<file path="src/design/usr_pkg.sv">
// shared constants and types for the serial block
package usr_pkg;

  // operating modes of the serial block
  typedef enum logic [1:0] {
    USR_ASYNC,
    USR_SYNC_MASTER,
    USR_SYNC_SLAVE,
    USR_SPI_MASTER
  } usr_mode_e;

  // receive mode field codes
  localparam logic [1:0] RXM_NORMAL  = 2'h0;
  localparam logic [1:0] RXM_DOUBLE  = 2'h1;

  // samples per bit and first voting sample
  localparam logic [4:0] OS_NORMAL   = 5'h10;
  localparam logic [4:0] OS_DOUBLE   = 5'h08;
  localparam logic [4:0] VOTE_NORMAL = 5'h08;
  localparam logic [4:0] VOTE_DOUBLE = 5'h04;
  localparam logic [4:0] VOTE_SPAN   = 5'h02;

  // frame lengths in bits
  localparam logic [3:0] DATA_BITS   = 4'h8;
  localparam logic [3:0] SPI_BITS    = 4'h8;
  localparam logic [3:0] UART_BITS   = 4'ha;

  // integer part of the baud divisor
  localparam int         BAUD_MSB    = 15;
  localparam int         BAUD_LSB    = 6;

  // reset values
  localparam logic       TXD_IDLE    = 1'b1;
  localparam logic [9:0] DIV_RST     = 10'h000;

endpackage

</file>
<file path="src/design/usr_serial.sv">
// serial block: async, sync master/slave and spi master
`timescale 1ns/100ps

module usr_serial (
  // clock and reset
  input  wire logic              clk_sys_i,
  input  wire logic              rst_i,
  // configuration
  input  wire usr_pkg::usr_mode_e mode_i,
  input  wire logic              pin_invert_enable_i,
  input  wire logic              clock_phase_select_i,
  input  wire logic              bit_order_select_i,
  input  wire logic [1:0]        receive_mode_field_i,
  input  wire logic              parity_enable_i,
  input  wire logic              parity_odd_i,
  input  wire logic [15:0]       baud_i,
  // transmit stream
  input  wire logic [7:0]        tx_data_i,
  input  wire logic              tx_valid_i,
  output logic                   tx_ready_o,
  output logic                   tx_done_o,
  // receive stream
  output logic [7:0]             rx_data_o,
  output logic                   rx_valid_o,
  output logic                   frame_error_flag_o,
  output logic                   parity_error_o,
  // pins
  input  wire logic              rxd_i,
  output logic                   txd_o,
  input  wire logic              transfer_clock_pin_i,
  output logic                   transfer_clock_pin_o,
  output logic                   transfer_clock_pin_oe_o
);
  import usr_pkg::*;

  // insert one received bit in the chosen order
  function automatic logic [7:0] ins_bit(input logic [7:0] sh, input logic b, input logic msb);
    ins_bit = msb ? {sh[6:0], b} : {b, sh[7:1]};
  endfunction

  // reverse a byte for msb-first transmit
  function automatic logic [7:0] rev8(input logic [7:0] d);
    for (int i = 0; i < 8; i++) begin
      rev8[i] = d[7-i];
    end
  endfunction

  logic       async_m, sync_m, slave, spi, master, inv;
  logic       lead_shift, ds, msb_first;
  logic [4:0] os_n, vote_f;

  // mode decode
  assign async_m    = (mode_i == USR_ASYNC);
  assign sync_m     = (mode_i == USR_SYNC_MASTER);
  assign slave      = (mode_i == USR_SYNC_SLAVE);
  assign spi        = (mode_i == USR_SPI_MASTER);
  assign master     = sync_m | spi;
  assign inv        = pin_invert_enable_i;
  assign lead_shift = ~spi | clock_phase_select_i;
  assign msb_first  = spi & bit_order_select_i;
  assign ds         = (receive_mode_field_i == RXM_DOUBLE);
  assign os_n       = ds ? OS_DOUBLE : OS_NORMAL;
  assign vote_f     = ds ? VOTE_DOUBLE : VOTE_NORMAL;

  logic [9:0] div_cnt_reg;
  logic [9:0] div_val;
  logic       tick;
  logic       tx_load, tx_busy_reg, run;

  // baud divider, fraction ignored so sync rates stay exact
  assign div_val = baud_i[BAUD_MSB:BAUD_LSB];
  assign tick    = ({1'b0, div_cnt_reg} + 11'h001) >= {1'b0, div_val};

  always_ff @(posedge clk_sys_i or posedge rst_i) begin
    if (rst_i) begin
      div_cnt_reg <= DIV_RST;
    end else if (tick | (tx_load & master)) begin
      div_cnt_reg <= DIV_RST;
    end else begin
      div_cnt_reg <= div_cnt_reg + 10'h001;
    end
  end

  logic xs1_reg, xs2_reg, xs3_reg;
  logic s_rise, s_fall;

  // slave clock synchroniser; xs2 and xs3 feed the edge detector
  always_ff @(posedge clk_sys_i or posedge rst_i) begin
    if (rst_i) begin
      xs1_reg <= 1'b0;
      xs2_reg <= 1'b0;
      xs3_reg <= 1'b0;
    end else begin
      xs1_reg <= transfer_clock_pin_i;
      xs2_reg <= xs1_reg;
      xs3_reg <= xs2_reg;
    end
  end

  // edges seen after undoing the pin inversion
  assign s_rise = (xs2_reg ^ inv) & ~(xs3_reg ^ inv);
  assign s_fall = ~(xs2_reg ^ inv) & (xs3_reg ^ inv);

  logic xck_int_reg, xck_pin_reg, xck_oe_reg, xck_next;
  logic lead, trail;

  // master clock toggles once per divider tick, idle low internally
  assign run      = master & tx_busy_reg;
  assign xck_next = run ? (xck_int_reg ^ tick) : 1'b0;
  assign lead     = master ? (tick & run & ~xck_int_reg) : (slave & s_rise);
  assign trail    = master ? (tick & run & xck_int_reg) : (slave & s_fall);

  always_ff @(posedge clk_sys_i or posedge rst_i) begin
    if (rst_i) begin
      xck_int_reg <= 1'b0;
      xck_pin_reg <= 1'b0;
      xck_oe_reg  <= 1'b0;
    end else begin
      xck_int_reg <= xck_next;
      xck_pin_reg <= xck_next ^ inv;
      xck_oe_reg  <= master;
    end
  end

  logic        tx_ready_reg, txd_reg, tx_done_reg;
  logic [10:0] tx_sr_reg, tx_frame;
  logic [3:0]  tx_cnt_reg, tx_n;
  logic [4:0]  tx_os_reg;
  logic        present_now, a_ev, period_end, tx_last, shift_ev, done_ev;
  logic        tx_par;

  // frame build: spi has bare data, uart adds start/parity/stop
  assign tx_par   = ^tx_data_i ^ parity_odd_i;
  assign tx_n     = spi ? SPI_BITS : (UART_BITS + {3'h0, parity_enable_i});
  assign tx_frame = spi ? {3'b111, msb_first ? rev8(tx_data_i) : tx_data_i} :
                    {1'b1, parity_enable_i ? tx_par : 1'b1, tx_data_i, 1'b0};
  assign tx_load  = tx_valid_i & tx_ready_reg;

  // bit-period events; phase 0 spi presents first bit before clock
  assign present_now = async_m | (spi & ~clock_phase_select_i);
  assign a_ev        = async_m & tick & (tx_os_reg == os_n - 5'h01);
  assign period_end  = tx_busy_reg & (async_m ? a_ev : trail);
  assign tx_last     = (tx_cnt_reg == tx_n - 4'h1);
  assign shift_ev    = tx_busy_reg & ((lead_shift & ~async_m) ? lead : (period_end & ~tx_last));
  assign done_ev     = period_end & tx_last;

  always_ff @(posedge clk_sys_i or posedge rst_i) begin
    if (rst_i) begin
      tx_busy_reg  <= 1'b0;
      tx_ready_reg <= 1'b1;
      txd_reg      <= TXD_IDLE;
      tx_sr_reg    <= 11'h7ff;
      tx_cnt_reg   <= 4'h0;
      tx_done_reg  <= 1'b0;
    end else begin
      tx_done_reg <= done_ev;
      if (tx_load) begin
        tx_busy_reg  <= 1'b1;
        tx_ready_reg <= 1'b0;
        tx_cnt_reg   <= 4'h0;
        if (present_now) begin
          txd_reg   <= tx_frame[0];
          tx_sr_reg <= {1'b1, tx_frame[10:1]};
        end else begin
          tx_sr_reg <= tx_frame;
        end
      end else begin
        if (shift_ev) begin
          txd_reg   <= tx_sr_reg[0];
          tx_sr_reg <= {1'b1, tx_sr_reg[10:1]};
        end
        if (period_end) begin
          tx_cnt_reg <= tx_cnt_reg + 4'h1;
        end
        // phase 1 spi samples its last bit on this very edge, so the bit must stay
        if (done_ev) begin
          tx_busy_reg  <= 1'b0;
          tx_ready_reg <= 1'b1;
          if (~spi | ~clock_phase_select_i) begin
            txd_reg <= TXD_IDLE;
          end
        end
        // async and sync master lines idle high whatever an spi frame left behind
        if (~tx_busy_reg & (async_m | sync_m)) begin
          txd_reg <= TXD_IDLE;
        end
      end
    end
  end

  // async transmit sample counter, same rate as receiver
  always_ff @(posedge clk_sys_i or posedge rst_i) begin
    if (rst_i) begin
      tx_os_reg <= 5'h00;
    end else if (tx_load | ~tx_busy_reg) begin
      tx_os_reg <= 5'h00;
    end else if (tick & async_m) begin
      tx_os_reg <= a_ev ? 5'h00 : tx_os_reg + 5'h01;
    end
  end

  logic       os_busy_reg, os_prev_reg;
  logic [4:0] os_cnt_reg, os_cnt_next;
  logic [1:0] vote_reg;
  logic       maj, a_bit_ev, s_bit_ev, rx_ev, rx_val, rx_last;
  logic       rx_active_reg;
  logic [3:0] rx_cnt_reg;

  // oversampler: sample index wraps 1..os_n inside each bit
  assign os_cnt_next = (os_cnt_reg == os_n) ? 5'h01 : os_cnt_reg + 5'h01;
  assign maj = (vote_reg[1] & vote_reg[0]) | (vote_reg[1] & rxd_i) | (vote_reg[0] & rxd_i);
  assign a_bit_ev = async_m & tick & os_busy_reg & (os_cnt_next == vote_f + VOTE_SPAN);
  assign rx_last  = rx_active_reg & ~spi & (rx_cnt_reg == DATA_BITS + {3'h0, parity_enable_i});

  always_ff @(posedge clk_sys_i or posedge rst_i) begin
    if (rst_i) begin
      os_busy_reg <= 1'b0;
      os_prev_reg <= 1'b1;
      os_cnt_reg  <= 5'h00;
      vote_reg    <= 2'h3;
    end else if (~async_m) begin
      os_busy_reg <= 1'b0;
    end else if (tick) begin
      os_prev_reg <= rxd_i;
      vote_reg    <= {vote_reg[0], rxd_i};
      if (~os_busy_reg) begin
        if (os_prev_reg & ~rxd_i) begin
          os_busy_reg <= 1'b1;
          os_cnt_reg  <= 5'h01;
        end
      end else begin
        os_cnt_reg <= os_cnt_next;
        if (a_bit_ev & ((~rx_active_reg & maj) | rx_last)) begin
          os_busy_reg <= 1'b0;
        end
      end
    end
  end

  // sync receive samples on the edge that does not shift
  assign s_bit_ev = ~async_m & (lead_shift ? trail : lead) & (~spi | tx_busy_reg);
  assign rx_ev    = async_m ? a_bit_ev : s_bit_ev;
  assign rx_val   = async_m ? maj : rxd_i;

  logic [7:0] rx_sh_reg, rx_data_reg, rx_ins;
  logic       rx_valid_reg, frame_error_flag_reg, perr_reg, rx_par_reg, perr_hold_reg;

  assign rx_ins = ins_bit(rx_sh_reg, rx_val, msb_first);

  // frame assembler shared by all modes
  always_ff @(posedge clk_sys_i or posedge rst_i) begin
    if (rst_i) begin
      rx_active_reg <= 1'b0;
      rx_cnt_reg    <= 4'h0;
      rx_sh_reg     <= 8'h00;
      rx_data_reg   <= 8'h00;
      rx_valid_reg  <= 1'b0;
      frame_error_flag_reg      <= 1'b0;
      perr_reg      <= 1'b0;
      rx_par_reg    <= 1'b0;
      perr_hold_reg <= 1'b0;
    end else begin
      rx_valid_reg <= 1'b0;
      if (rx_ev) begin
        if (~rx_active_reg) begin
          if (spi) begin
            rx_active_reg <= 1'b1;
            rx_cnt_reg    <= 4'h1;
            rx_sh_reg     <= rx_ins;
          end else if (~rx_val) begin
            rx_active_reg <= 1'b1;
            rx_cnt_reg    <= 4'h0;
            rx_par_reg    <= parity_odd_i;
            perr_hold_reg <= 1'b0;
          end
        end else if (rx_cnt_reg < DATA_BITS) begin
          rx_sh_reg  <= rx_ins;
          rx_cnt_reg <= rx_cnt_reg + 4'h1;
          rx_par_reg <= rx_par_reg ^ rx_val;
          if (spi & (rx_cnt_reg == SPI_BITS - 4'h1)) begin
            rx_active_reg <= 1'b0;
            rx_data_reg   <= rx_ins;
            rx_valid_reg  <= 1'b1;
            frame_error_flag_reg      <= 1'b0;
            perr_reg      <= 1'b0;
          end
        end else if (~rx_last) begin
          perr_hold_reg <= rx_par_reg ^ rx_val;
          rx_cnt_reg    <= rx_cnt_reg + 4'h1;
        end else begin
          rx_active_reg <= 1'b0;
          rx_data_reg   <= rx_sh_reg;
          rx_valid_reg  <= 1'b1;
          frame_error_flag_reg      <= ~rx_val;
          perr_reg      <= perr_hold_reg;
        end
      end
    end
  end

  // outputs straight from flip-flops
  assign tx_ready_o              = tx_ready_reg;
  assign tx_done_o               = tx_done_reg;
  assign txd_o                   = txd_reg;
  assign rx_data_o               = rx_data_reg;
  assign rx_valid_o              = rx_valid_reg;
  assign frame_error_flag_o      = frame_error_flag_reg;
  assign parity_error_o          = perr_reg;
  assign transfer_clock_pin_o    = xck_pin_reg;
  assign transfer_clock_pin_oe_o = xck_oe_reg;

  // helper: leads counted per transmit frame
  logic [3:0] lead_cnt_reg;
  always_ff @(posedge clk_sys_i or posedge rst_i) begin
    if (rst_i) begin
      lead_cnt_reg <= 4'h0;
    end else if (tx_load) begin
      lead_cnt_reg <= 4'h0;
    end else if (lead & tx_busy_reg) begin
      lead_cnt_reg <= lead_cnt_reg + 4'h1;
    end
  end

  a_oe_role: assert property (@(posedge clk_sys_i) disable iff (rst_i)
    ##1 transfer_clock_pin_oe_o == $past(master))
    else $error("clock pin direction wrong for role");

  a_pin_idle: assert property (@(posedge clk_sys_i) disable iff (rst_i)
    ~run ##1 $stable(inv) |-> transfer_clock_pin_o == inv)
    else $error("idle clock pin level wrong");

  a_spi_eight: assert property (@(posedge clk_sys_i) disable iff (rst_i)
    done_ev & spi |-> lead_cnt_reg == 4'h8)
    else $error("spi frame not eight clocks");

  a_spi_err_zero: assert property (@(posedge clk_sys_i) disable iff (rst_i)
    rx_ev & spi & $stable(mode_i) |=> ~rx_valid_o | (~frame_error_flag_o & ~parity_error_o))
    else $error("spi error flags not zero");

  a_start_reject: assert property (@(posedge clk_sys_i) disable iff (rst_i)
    a_bit_ev & ~rx_active_reg & maj |=> ~os_busy_reg & ~rx_active_reg)
    else $error("false start bit not rejected");

  a_stop_frame_error_flag: assert property (@(posedge clk_sys_i) disable iff (rst_i)
    rx_ev & rx_last & ~rx_val |=> rx_valid_o & frame_error_flag_o)
    else $error("low stop bit missed frame error");

  a_slave_no_baud: assert property (@(posedge clk_sys_i) disable iff (rst_i)
    slave & ~tx_load & ~s_rise & ~s_fall |=> $stable(txd_o))
    else $error("slave data moved without clock edge");

  a_master_half: assert property (@(posedge clk_sys_i) disable iff (rst_i)
    master & run & ~tick & $stable(inv) ##1 $stable(inv) |-> $stable(transfer_clock_pin_o))
    else $error("master clock moved off divider tick");

  a_bit_hold: assert property (@(posedge clk_sys_i) disable iff (rst_i)
    spi & tx_busy_reg & ~tx_load & ~lead & ~trail |=> $stable(txd_o))
    else $error("spi data changed inside clock period");

endmodule

</file>
<file path="config.mk">
export PLATFORM = sky130hd
export DESIGN_NAME = usr_serial
export DESIGN_NICKNAME = d
export VERILOG_FILES = /design/src/design/usr_pkg.sv /design/src/design/usr_serial.sv
export SDC_FILE = /design/constraint.sdc
export NUM_CORES = 1
export LEC_CHECK = 0
export BUFFER_PORTS_ARGS = -buffer_cell sky130_fd_sc_hd__buf_2
export CAP_MARGIN = 25
export CORE_MARGIN = 2
export CORE_UTILIZATION = 53
export DETAILED_ROUTE_END_ITERATION = 16
export PLACE_DENSITY = 0.75
export RECOVER_POWER = 50
export SETUP_SLACK_MARGIN = 0.4
export SYNTH_ARGS = -nofsm -noshare
export SYNTH_HDL_FRONTEND = slang
export SYNTH_SLANG_ARGS = --single-unit
</file>
<file path="constraint.sdc">
create_clock -name clk_sys_i -period 3.6 [get_ports clk_sys_i]
set_input_delay 0.36 -clock clk_sys_i [delete_from_list [all_inputs] [get_ports clk_sys_i]]
set_output_delay 0.36 -clock clk_sys_i [all_outputs]
set_load 0.01 [all_outputs]
</file>
==> reports/metrics.cfg <==
[power_and_ir_drop]
leakage_nw=2.63
p_total_mw=2.48
ir_worst_vdd_v=0.000366
power_density_nw_per_um2=452

[clocking]
cts_sinks=73
clk_latency_ns=0.36
numCtsBuffers=9
cts.reportedPaths.clkPinSlew_ns=0.08
cts-htree-levels=3
cts.path.max_buffers=2
cts_tree=done
clockRootBuffer=clkbuf_8

[flow_run]
cap_violations=0

[floorplanning]
io_pins=54
die-area_um2=9570
start_util=0.540
fp.coreArea_um2=8640
die_y_um=97.8
fp.dieW_um=97.8
rows=34

[routing]
routed-wl-met2_um=5380
vias_per_cell=5.88
routedWlPerCell_um=16.1
firstDrtPassIters=5
route.vias.total=3982
postRouteAntennaNets=0
top_layer=met4
dr.first_iter.drc_count=219
wl_met1_um=4920
totalWireLength_um=10900
wl_met3_um=446
drc=0

[layout]
num-nets-final=619
fin_area_um2=5480
areaGrowthSynthToFinish_pct=17.5
post_route_cells_drive_above_1_share=0.239
diodes=0

[worst_setup_path]
crit_path_cell_trace=ha_4, nand3_2, or2_4, nor2_4, xor2_2, ha_1, nand3_2, or4_4, and3_4, a2bb2oi_4, a21boi_4, clkbuf_16, mux2_4
worstSetupStartpointType=register
required_ns=3.84
critPathArrivalTime_ns=3.49
r2r_start=div_cnt_reg[0]$_DFF_PP0_
r2r_cells=13
worst-setup-path-type=reg2reg
critPathCaptureType=register
worst-r2r-setup-slack_ns=0.35
cp_top_family=simple AND/OR/NAND/NOR gates
path_max_fanout=5
regToRegEndpoint=rx_data_o[1]$_DFFE_PP0P_
slowest_delay_ns=0.46
crit_top_cell=nand3_2
cp_slowest_cell=or4_4
path_buf_inv=1

[timing]
timing.fmax_mhz=308
finalCriticalPeriod_ns=3.25
setup_viol=0
drv_slew=0
relSlewSlack=0.147
tightest_slew_ns=1.28
final.setup.tns_ns=0
hold_violations=0
timing.hold.ws_ns=0.112
rsz0062_at_grt=yes
finalCritPeriodShare=0.902
fin_worst_skew_ns=0.0155
setup_ws_ns=0.353

[placement]
port_buffers=47
place_area_um2=5050
dp_hpwl_um=7540
routabilityCongestion=0.840
place_ws_ns=0.0785

[logic_synthesis]
synth_flop_cell=dfrtp_1
synth_cell_types=71
synth_edf_count=0
netlist.area_leader.share=0.316
avgSynthCellArea_um2=9.31
seq_area_frac_synth=0.395
syn_area_um2=4670
yosysWarnings=0
synth_nets=556
synth_area_leader_cell=dfrtp_1
async_flop_share=1.00
synthTopCellsByArea=dfrtp_1 (32%), dfstp_2 (7.9%), mux2i_1 (6.2%), ha_1 (4.6%), o21ai_0 (3.9%)
ys_ff_latch=73
synth_cells=501

[global_route]
grt_pass1_vias=4032
antenna_found_initial=0
grt_max_degree=53
overflow=0
track_usage=0.232
grt_pass1_wl_um=18600

[hold_path]
hold_end=xs1_reg$_DFF_PP0_
hold_class=in2reg
hold_depth=1
hold_start=transfer_clock_pin_i

[run_status]
outcome=completed

[stage by stage]
stage,utilization,instances
6_report,0.635,677
5_1_grt,0.635,677
4_1_cts,0.618,668
3_5_place_dp,0.584,644
3_3_place_gp,0.584,644
2_1_floorplan,-,501
[routing by layer]
layer | vias to the layer above | global-route usage
met4 | 0 | 0.0759
met5 | - | 0
met1 | 1930 | 0.304
li1 | 1936 | -
met3 | 18 | 0.0301
met2 | 98 | 0.399
[synth_stat cells, types with 4 or more instances]
library cell,n
a211oi_1,6
and2_1,4
a21oi_1,25
o21a_1,4
o211ai_1,4
nor2_1,27
nand2_1,44
inv_1,32
xor2_1,7
and3_1,15
mux2i_1,29
clkbuf_1,15
xnor2_1,20
mux2_2,6
nor3_1,9
ha_1,17
nor2b_1,6
a21o_1,4
nand3_1,17
nand2b_1,6
a22oi_1,5
mux2_4,6
dfrtp_1,59
a31oi_1,14
o21ai_0,36
dfstp_2,14
buf_2,5
[cell usage in the layout, fill, tap and decap left out, types with 14 or more instances in the layout]
| cell | synthesis | layout |
|---|---|---|
| dfrtp_1 | 59 | 59 |
| nand2_1 | 44 | 44 |
| buf_2 | 5 | 42 |
| o21ai_0 | 36 | 36 |
| inv_1 | 32 | 32 |
| mux2i_1 | 29 | 29 |
| nor2_1 | 27 | 25 |
| a21oi_1 | 25 | 24 |
| buf_4 | 0 | 24 |
| xnor2_1 | 20 | 20 |
| ha_1 | 17 | 16 |
| and3_1 | 15 | 15 |
| dfstp_2 | 14 | 14 |
[where the power goes]
group          leakage (nW)  switching, mW  total (mW)  internal [mW]
sequential            0.852          0.123        1.10          0.973
combinational          1.68          0.349       0.709          0.360
clock                 0.100          0.345       0.672          0.326
total                  2.63          0.817        2.48           1.66
[area by class of cell]
cell class	count	area, um^2
inverter	32	120
timing repair buffer	76	485
tap	108	135
clock buffer	9	124
clock inverter	7	77.6
sequential	73	1840
multi-input combinational	372	2690
fill	703	3160
[worst max path at each step]
stage,startpoint,to,slack (ns),cells past startpoint
2_1_floorplan,div_cnt_reg[0]$_DFF_PP0_,rx_data_o[0]$_DFFE_PP0P_,0.33,14
3_3_place_gp,div_cnt_reg[0]$_DFF_PP0_,rx_data_o[6]$_DFFE_PP0P_,0.19,13
3_5_place_dp,div_cnt_reg[0]$_DFF_PP0_,rx_data_o[7]$_DFFE_PP0P_,0.08,13
4_1_cts,div_cnt_reg[0]$_DFF_PP0_,rx_data_o[7]$_DFFE_PP0P_,0.39,13
5_1_grt,div_cnt_reg[0]$_DFF_PP0_,rx_data_o[1]$_DFFE_PP0P_,0.25,13
6_report,div_cnt_reg[0]$_DFF_PP0_,rx_data_o[1]$_DFFE_PP0P_,0.35,13
[kinds of logic (layout without fill, tap and decap cells)]
| family | after synthesis | after routing | share of synthesized area |
|---|---|---|---|
| muxes | 41 | 41 | 0.0960 |
| and+or+nand+nor | 155 | 155 | 0.173 |
| DFF | 73 | 73 | 0.395 |
| xor gates and xnor gates | 27 | 27 | 0.0507 |
| adders and majority gates | 18 | 18 | 0.0477 |
| AOI/OAI and AO/OA | 131 | 131 | 0.188 |
| buffers and inverters | 56 | 124 | 0.0496 |
[what timing repair did]
item                                    CTS  global route
hold buffers                              0             0
cloned                                    0             1
pin swaps                                 2             5
endpoints found under the setup margin   41            43
setup buffers                             8             8
resized for setup                         5            17
(Power assumes the default switching activity.)
